$ cat src/core/rgm_pkg.sv
// Package of constants and types for the reset event flag controller
package rgm_pkg;
    // ========================================================================
    // Register offsets
    // ========================================================================
    localparam logic [7:0] ADDR_DES      = 8'h00;
    localparam logic [7:0] ADDR_FES      = 8'h04;
    localparam logic [7:0] ADDR_EXT_EN   = 8'h08;
    localparam logic [7:0] ADDR_SHORT    = 8'h0C;
    localparam logic [7:0] ADDR_CTRL     = 8'h10;
    localparam logic [7:0] ADDR_IRQ_STAT = 8'h14;
    localparam logic [7:0] ADDR_IRQ_MASK = 8'h18;
    localparam logic [7:0] ADDR_STATUS   = 8'h1C;

    // ========================================================================
    // Field positions and reset values
    // ========================================================================
    localparam int          CTRL_BIDIR_BIT  = 0;
    localparam int          CTRL_SWRST_BIT  = 1;
    localparam int          IRQ_DES_BIT     = 0;
    localparam int          IRQ_FES_BIT     = 1;
    localparam int          IRQ_SAFEX_BIT   = 2;
    localparam logic [31:0] RST_ZERO        = 32'h0000_0000;

    // ========================================================================
    // Timing: two-cycle synchronised clear, reset sequence stage lengths
    // ========================================================================
    localparam int          CLR_SYNC_CYCLES = 2;
    localparam int          STAGE1_NS       = 320;
    localparam int          CLK_NS          = 8;
    localparam int          STAGE1_CYCLES   = (STAGE1_NS + CLK_NS - 1) / CLK_NS;
    localparam int          STAGE_REST_CYC  = 16;

    typedef enum logic [1:0] {RGM_IDLE, RGM_STAGE1, RGM_STAGE_REST} rgm_seq_t;
endpackage

$ cat src/core/rgm_reset_event_flag_control.sv
// Reset event flag controller with external reset output and SAFE hold
//
// Decided for this implementation: the register addresses and the address-and-strobe port.
`timescale 1ns/1ps
`default_nettype none
// What this block does
// - Flag clear from software takes two cycles through a sync stage.
// - A reset during the clear abandons it; the flag stays set.
// - After an abandoned clear, later clear requests still work.
// - With bidir enable set, a source with external reset and short reset gets no external reset.
// - Bidir enable zero drives external reset; deep standby exit may drop.
// - SAFE exit blocked by active cause; cleared flag wrongly allows it.
module rgm_reset_event_flag_control
    import rgm_pkg::*;
#(
    parameter int NSRC = 8                   // Reset sources per register
)(
    input  wire logic            i_core_clk,   // System clock
    input  wire logic            i_srst,       // Sync reset, active high
    input  wire logic [7:0]      i_addr,       // Register byte address
    input  wire logic [31:0]     i_wdata,      // Write data
    input  wire logic            i_wr,         // Write strobe
    input  wire logic            i_rd,         // Read strobe
    output logic      [31:0]     o_rdata,      // Read data, next cycle
    input  wire logic [NSRC-1:0] i_des_evt,    // Destructive event pulses
    input  wire logic [NSRC-1:0] i_fes_evt,    // Functional event pulses
    input  wire logic [NSRC-1:0] i_safe_cond,  // Active SAFE request causes
    input  wire logic            i_standby,    // In deepest low power mode
    input  wire logic            i_ext_rst_in, // External reset pin level
    output logic                 o_ext_rst_out,// External reset pin drive
    output logic                 o_ext_rst_oe, // External reset pin enable
    output logic                 o_safe_hold,  // SAFE mode must be kept
    output logic                 o_seq_busy,   // Reset sequence running
    output logic                 o_irq         // Level interrupt
);
    // ========================================================================
    // Pin synchroniser: three stages, change counts when 2nd and 3rd agree
    // ========================================================================
    logic [2:0] pin_sync;
    logic       pin_lvl;
    always_ff @(posedge i_core_clk)
    begin
        pin_sync <= {pin_sync[1:0], i_ext_rst_in};
        if (i_srst)
            pin_lvl <= 1'b0;
        else if (pin_sync[2] == pin_sync[1])
            pin_lvl <= pin_sync[2];
    end

    // ========================================================================
    // Registers and bus write decode
    // ========================================================================
    logic [NSRC-1:0] des_flag, fes_flag, ext_en, short_sel;
    logic [NSRC-1:0] des_clr_req, fes_clr_req, des_clr_sync, fes_clr_sync;
    logic            bidir_en, swrst_req;
    logic [2:0]      irq_stat, irq_mask;
    logic            wr_des, wr_fes;
    logic            seq_start;
    rgm_seq_t        seq;
    logic [15:0]     seq_cnt;
    logic            standby_entry, safe_prev;

    assign wr_des = i_wr && (i_addr == ADDR_DES);
    assign wr_fes = i_wr && (i_addr == ADDR_FES);

    // Configuration registers written by software
    always_ff @(posedge i_core_clk)
    begin
        if (i_srst)
        begin
            ext_en    <= RST_ZERO[NSRC-1:0];
            short_sel <= RST_ZERO[NSRC-1:0];
            bidir_en  <= 1'b0;
            irq_mask  <= RST_ZERO[2:0];
        end
        else if (i_wr)
        begin
            if (i_addr == ADDR_EXT_EN)
                ext_en <= i_wdata[NSRC-1:0];
            else if (i_addr == ADDR_SHORT)
                short_sel <= i_wdata[NSRC-1:0];
            else if (i_addr == ADDR_CTRL)
                bidir_en <= i_wdata[CTRL_BIDIR_BIT];
            else if (i_addr == ADDR_IRQ_MASK)
                irq_mask <= i_wdata[2:0];
        end
    end

    // Software reset request is a one-cycle pulse into the sequencer
    always_ff @(posedge i_core_clk)
    begin
        if (i_srst)
            swrst_req <= 1'b0;
        else
            swrst_req <= i_wr && (i_addr == ADDR_CTRL) &&
                         i_wdata[CTRL_SWRST_BIT];
    end

    // ========================================================================
    // Two-cycle clear pipeline; a reset sequence drops it in flight
    // ========================================================================
    always_ff @(posedge i_core_clk)
    begin
        if (i_srst || seq_start)
        begin
            des_clr_req  <= RST_ZERO[NSRC-1:0];
            fes_clr_req  <= RST_ZERO[NSRC-1:0];
            des_clr_sync <= RST_ZERO[NSRC-1:0];
            fes_clr_sync <= RST_ZERO[NSRC-1:0];
        end
        else
        begin
            des_clr_req  <= wr_des ? i_wdata[NSRC-1:0] : '0;
            fes_clr_req  <= wr_fes ? i_wdata[NSRC-1:0] : '0;
            des_clr_sync <= des_clr_req;
            fes_clr_sync <= fes_clr_req;
        end
    end

    // Sticky flags; a new event beats a clear in the same cycle.
    // Flags survive the sequence so software can see what caused it.
    always_ff @(posedge i_core_clk)
    begin
        if (i_srst)
        begin
            des_flag <= RST_ZERO[NSRC-1:0];
            fes_flag <= RST_ZERO[NSRC-1:0];
        end
        else
        begin
            des_flag <= (des_flag & ~des_clr_sync) | i_des_evt;
            fes_flag <= (fes_flag & ~fes_clr_sync) | i_fes_evt;
        end
    end

    // ========================================================================
    // Reset sequencer and external reset output
    // ========================================================================
    logic [NSRC-1:0] ext_want;
    logic            pin_wake;
    // Short reset on a source suppresses its external reset when bidir enable is set (silicon defect)
    assign ext_want  = (i_des_evt | i_fes_evt) & ext_en & ~short_sel;
    assign pin_wake  = i_standby && pin_lvl;
    assign seq_start = (seq == RGM_IDLE) &&
                       ((|(i_des_evt | i_fes_evt)) || swrst_req || pin_wake);

    always_ff @(posedge i_core_clk)
    begin
        if (i_srst)
        begin
            seq           <= RGM_IDLE;
            seq_cnt       <= 16'h0000;
            standby_entry <= 1'b0;
            o_ext_rst_out <= 1'b0;
        end
        else
        begin
            case (seq)
                RGM_IDLE:
                begin
                    if (seq_start)
                    begin
                        seq           <= RGM_STAGE1;
                        seq_cnt       <= 16'h0000;
                        standby_entry <= pin_wake;
                        // Bidir zero asserts for the whole sequence unless a deep standby exit sees the pin let go in stage one
                        o_ext_rst_out <= !bidir_en || (|ext_want);
                    end
                end
                RGM_STAGE1:
                begin
                    // Deep standby exit loses the drive if the pin lets go
                    // early; the board must hold it through this stage
                    if (standby_entry && !pin_lvl)
                        o_ext_rst_out <= 1'b0;
                    if (seq_cnt == 16'(STAGE1_CYCLES - 1))
                    begin
                        seq     <= RGM_STAGE_REST;
                        seq_cnt <= 16'h0000;
                    end
                    else
                        seq_cnt <= seq_cnt + 16'h0001;
                end
                RGM_STAGE_REST:
                begin
                    if (seq_cnt == 16'(STAGE_REST_CYC - 1))
                    begin
                        seq           <= RGM_IDLE;
                        o_ext_rst_out <= 1'b0;
                    end
                    else
                        seq_cnt <= seq_cnt + 16'h0001;
                end
                default:
                    seq <= RGM_IDLE;
            endcase
        end
    end

    // Pin enable trails the drive by one cycle, so it also drives low for one cycle after release; the board may pull it otherwise
    always_ff @(posedge i_core_clk)
    begin
        if (i_srst)
        begin
            o_ext_rst_oe <= 1'b0;
            o_seq_busy   <= 1'b0;
        end
        else
        begin
            o_ext_rst_oe <= o_ext_rst_out;
            o_seq_busy   <= (seq != RGM_IDLE) || seq_start;
        end
    end

    // ========================================================================
    // SAFE hold: defect lets a cleared flag mask a still active cause
    // ========================================================================
    always_ff @(posedge i_core_clk)
    begin
        if (i_srst)
        begin
            o_safe_hold <= 1'b0;
            safe_prev   <= 1'b0;
        end
        else
        begin
            o_safe_hold <= |(i_safe_cond & fes_flag);
            safe_prev   <= o_safe_hold;
        end
    end

    // ========================================================================
    // Interrupts and read back
    // ========================================================================
    always_ff @(posedge i_core_clk)
    begin
        if (i_srst)
        begin
            irq_stat <= RST_ZERO[2:0];
            o_irq    <= 1'b0;
        end
        else
        begin
            irq_stat <= (irq_stat &
                         ~((i_wr && i_addr == ADDR_IRQ_STAT) ?
                           i_wdata[2:0] : 3'h0)) |
                        {safe_prev && !o_safe_hold, |i_fes_evt, |i_des_evt};
            o_irq    <= |(irq_stat & irq_mask);
        end
    end

    always_ff @(posedge i_core_clk)
    begin
        if (i_srst)
            o_rdata <= RST_ZERO;
        else if (!i_rd)
            o_rdata <= RST_ZERO;
        else if (i_addr == ADDR_DES)
            o_rdata <= 32'(des_flag);
        else if (i_addr == ADDR_FES)
            o_rdata <= 32'(fes_flag);
        else if (i_addr == ADDR_EXT_EN)
            o_rdata <= 32'(ext_en);
        else if (i_addr == ADDR_SHORT)
            o_rdata <= 32'(short_sel);
        else if (i_addr == ADDR_CTRL)
            o_rdata <= 32'(bidir_en);
        else if (i_addr == ADDR_IRQ_STAT)
            o_rdata <= 32'(irq_stat);
        else if (i_addr == ADDR_IRQ_MASK)
            o_rdata <= 32'(irq_mask);
        else if (i_addr == ADDR_STATUS)
            o_rdata <= {30'h0, o_safe_hold, o_seq_busy};
        else
            o_rdata <= RST_ZERO;
    end
endmodule
`default_nettype wire

$ cat config.mk
export PLATFORM = sky130hd
export DESIGN_NAME = rgm_reset_event_flag_control
export DESIGN_NICKNAME = d
export VERILOG_FILES = /design/src/core/rgm_pkg.sv /design/src/core/rgm_reset_event_flag_control.sv
export SDC_FILE = /design/constraint.sdc
export NUM_CORES = 1
export LEC_CHECK = 0
export BUFFER_PORTS_ARGS = -buffer_cell sky130_fd_sc_hd__clkbuf_2
export CAP_MARGIN = 20
export CORE_ASPECT_RATIO = 0.6
export CORE_MARGIN = 10
export CORE_UTILIZATION = 57
export DETAILED_ROUTE_END_ITERATION = 7
export PLACE_DENSITY_LB_ADDON = 0.05
export RECOVER_POWER = 25
export SLEW_MARGIN = 20
export SYNTH_ARGS = -nofsm -noshare
export SYNTH_HDL_FRONTEND = slang
export SYNTH_SLANG_ARGS = --single-unit
$ cat constraint.sdc
create_clock -name i_core_clk -period 6.7 [get_ports i_core_clk]
set_clock_uncertainty 0.15 [all_clocks]
set_input_delay 0.335 -clock i_core_clk [delete_from_list [all_inputs] [get_ports i_core_clk]]
set_output_delay 0.335 -clock i_core_clk [all_outputs]
set_load 0.01 [all_outputs]
==> summary.txt <==
Status
  • Status: complete, but fails checks
  • Failing checks: max-capacitance violations, max-slew violations

Routing
  • WL per Instance: 17.59 um
  • WL final: 11.73 mm
  • Via density: 5.454
  • # DRC: 0
  • DR iter-0 viols: 350
  • Antenna-violating nets left: 0
  • Drt first pass iters: 5
  • Via Count: 3638

CTS
  • CTS tree: built
  • Bufs on Longest Clock Path: 2
  • Clock Tree Root: clkbuf_16
  • CTS sink count: 109
  • Clock-pin transition on the worst setup and hold timing paths: 0.07 ns
  • H-tree Lvls: 3
  • TritonCTS Buffers: 9
  • Clock Latency Late Sink: 0.35 ns
  • Setup bufs post-CTS: 0

Floorplan
  • Core ar.: 7820 sq um
  • Die Wd: 135.3 um
  • Core Rows: 25
  • Die ar.: 12060 sq um
  • IO Pins: 107
  • Starting density of the core: 0.5810
  • Die Ht: 89.16 um

Worst setup path
  • R2R depth: 7
  • Crit-path max cell delay: 1.80 ns
  • Critical Path, Cell by Cell: clkbuf_2, clkbuf_1, nor2b_1, and2_1
  • Worst R2R Start: seq_cnt[0]
  • Worst Setup Start Kind: primary input
  • Worst reg2reg endpoint: seq_cnt[13]
  • Worst setup endpoint: des_clr_sync[5]
  • Crit path max fanout: 55
  • Nature of the critical path endpoint: flop
  • Slowest library cell on the worst path: clkbuf_1
  • Worst setup startpoint: i_srst
  • Critical path depth in cells: 4
  • Critical Path AT: 3.46 ns
  • Buf+Inv Stages, Crit Path: 2
  • Cell family with most CP delay: buffers and inverters
  • Worst EP required: 6.79 ns
  • Crit Path Category: in -> reg
  • R2R setup slack: 3.93 ns

Global routing
  • Gr usage total: 0.1989
  • Largest net degree at the start of global routing: 56
  • Antenna violations before repair: 0
  • GRT Residual Overflow: 0
  • Vias in the first global route: 3555
  • First-pass GRT wire length: 18.57 mm

Worst hold path
  • Hold Crit Class: in -> reg

Finish
  • Nets: 629
  • N_diodes: 0
  • Share of layout cells above drive strength 1: 0.1485
  • Area growth syn-to-layout: 12.86%

Synthesis
  • Post-synth EDFFs: 0
  • Synth Area in Compound Gates: 0.1126
  • Synth Area in XOR/XNOR: 0.02313
  • Combinational family with the most area after synthesis: simple AND/OR/NAND/NOR gates
  • Synthesized instance count: 500
  • Synthesis Warnings: 0
  • Post-Synth Adder-Cell Area: 0.01377
  • Post-Synthesis Cell Area: 4543 sq um
  • Seq/Total Area, Yosys: 0.4803
  • Seq cells post-synth: 109
  • Synth unique cells: 54
  • Mux share of post-synthesis cell area: 0.06637
  • Ys flop type: dfxtp_1
  • Asr flop ratio synth: 0
  • Post-Syn Area per Cell: 9.086 sq um
  • Simple-Gate Fraction of Synth Area: 0.2245

Power and ir drop
  • Internal cell power: 1.006 mW
  • Power share of the combinational group: 0.065
  • Peak supply drop: 0.0001699 V
  • Switching part of the total: 0.2329
  • Pwr Density: 255.8 nW/um^2
  • Net switching power: 305.4 uW
  • Static leakage: 2.127 nW
  • Share of total power in the clock network: 0.422
  • Sequential Power Share: 0.513

Place
  • HPWL after detailed placement: 8.830 mm
  • Gpl congestion: 0.8688
  • Worst slack at placement: 3.877 ns
  • Port bufs: 58

STA
  • Crit share post-route: 0.5036
  • RSZ-0062 raised after global routing: no
  • Max Slew Vio Count: 56
  • Slew HR: -0.7072
  • Slew @ Worst Pin: 2.561 ns
  • Final setup violation count: 0
  • Setup TNS: 0 ns
  • Worst setup margin: 3.326 ns
  • Fmax: 296.4 MHz
  • Final hold vios: 0
  • Post-route minimum period: 3.374 ns

Run
  • Max-capacitance violation count: 1
worst min-delay path by stage:
stage,end,depth (start not counted),start
2_1_floorplan,pin_sync[1],0,pin_sync[0]
3_5_place_dp,pin_sync[1],0,pin_sync[0]
3_3_place_gp,pin_sync[1],0,pin_sync[0]
4_1_cts,fes_clr_req[3],2,i_wdata[3]
6_report,des_clr_req[4],2,i_wdata[4]
5_1_grt,des_clr_req[4],2,i_wdata[4]
flip-flops by register name (all words and copies together) (netlist names), 2 cells and up:
signal        count
irq_mask          3
seq_cnt          16
o_rdata           8
pin_sync          3
seq               2
des_clr_req       8
ext_en            8
irq_stat          3
fes_clr_req       8
des_clr_sync      8
fes_flag          8
des_flag          8
short_sel         8
fes_clr_sync      8
layout by cell type (no fill, tap or decap), types with 6 or more instances in the layout:
master	synthesis	final
a21oi_1	29	29
and2_1	32	32
clkbuf_1	12	7
clkbuf_16	0	9
clkbuf_2	0	52
conb_1	1	24
dfxtp_1	109	109
inv_1	27	27
mux2i_1	29	29
nand2_1	21	21
nand3_1	15	15
nor2_1	79	79
nor2b_1	7	7
nor3_1	6	6
nor4_1	7	7
o21ai_0	8	8
xnor2_1	10	10
worst reg2reg max path: stages, from the launching register on:
cell,delay [ns]
dfxtp_1,0.37
ha_1,0.25
or4bb_1,0.55
or2_4,0.28
o41ai_4,0.55
a21oi_1,0.07
o21ai_0,0.19
a21oi_1,0.10
per-layer routing:
| layer | wire length (um) | part of all wire | track usage |
|---|---|---|---|
| met5 | 0 | 0 | 0 |
| met4 | 138 | 0.012 | 0.06615 |
| met3 | 1274 | 0.11 | 0.06229 |
| met2 | 4803 | 0.41 | 0.2932 |
| met1 | 5515 | 0.47 | 0.2699 |
logic make-up after synthesis:
kind of cell    after synthesis
other cells                   1
compound gates               75
fa+ha+maj                     5
mux                          30
xor+xnor                     12
buf+inv                      68
flops                       109
simple gates                200
cells in the mapped netlist, drive strengths merged, types with 5 or more instances:
cell | count | area share
o22ai | 5 | 0.0069
clkbuf | 12 | 0.0099
nand4 | 5 | 0.0069
a21oi | 29 | 0.032
nor2 | 79 | 0.065
nor3 | 6 | 0.0066
buf | 28 | 0.045
dfxtp | 109 | 0.48
ha | 5 | 0.014
xnor2 | 10 | 0.019
a221oi | 5 | 0.0096
nor4 | 7 | 0.0096
and2 | 32 | 0.044
nand2 | 21 | 0.017
o21ai | 8 | 0.0088
a211oi | 5 | 0.0083
nor2b | 7 | 0.0096
mux2i | 29 | 0.064
inv | 28 | 0.023
nand3 | 15 | 0.017
through the flow:
step,cells,cell area (sq um),util,hold slack [ns],total power [mW]
floorplan,523,4629,-,0.1596,0.7424
global placement,650,4811,0.6152,0.1607,0.7670
detailed placement,650,4811,0.6152,0.1743,0.7694
CTS,667,5139,0.6571,0.06877,1.317
global route,667,5127,0.6557,0.07304,1.356
finish,667,5127,0.6557,0.07447,1.312
final cells by class:
class                           instances  area (sq um)
Sequential cell                       109          2182
Timing Repair Buffer                   60         296.5
Inverter                               28         105.1
Clock inverter                          5         65.06
Clock buffer                           11         252.7
Tap cell                              108         135.1
Fill cell                             658          2693
Multi-Input combinational cell        346          2091
timing repair:
item                      4_1_cts  5_1_grt
resized for setup               0        0
hold endpoints to repair        1        0
hold buffers                    1        0
power by group through the flow:
| stage | logic (mW) | registers, mW | clock network [mW] |
|---|---|---|---|
| 2_1_floorplan | 0.0582 | 0.684 | 0 |
| 3_3_place_gp | 0.0801 | 0.687 | 0 |
| 3_5_place_dp | 0.0818 | 0.688 | 0 |
| 4_1_cts | 0.0828 | 0.673 | 0.562 |
| 5_1_grt | 0.0931 | 0.675 | 0.589 |
| 6_report | 0.0849 | 0.673 | 0.554 |
Note: power is estimated with default switching activity, not from simulation.
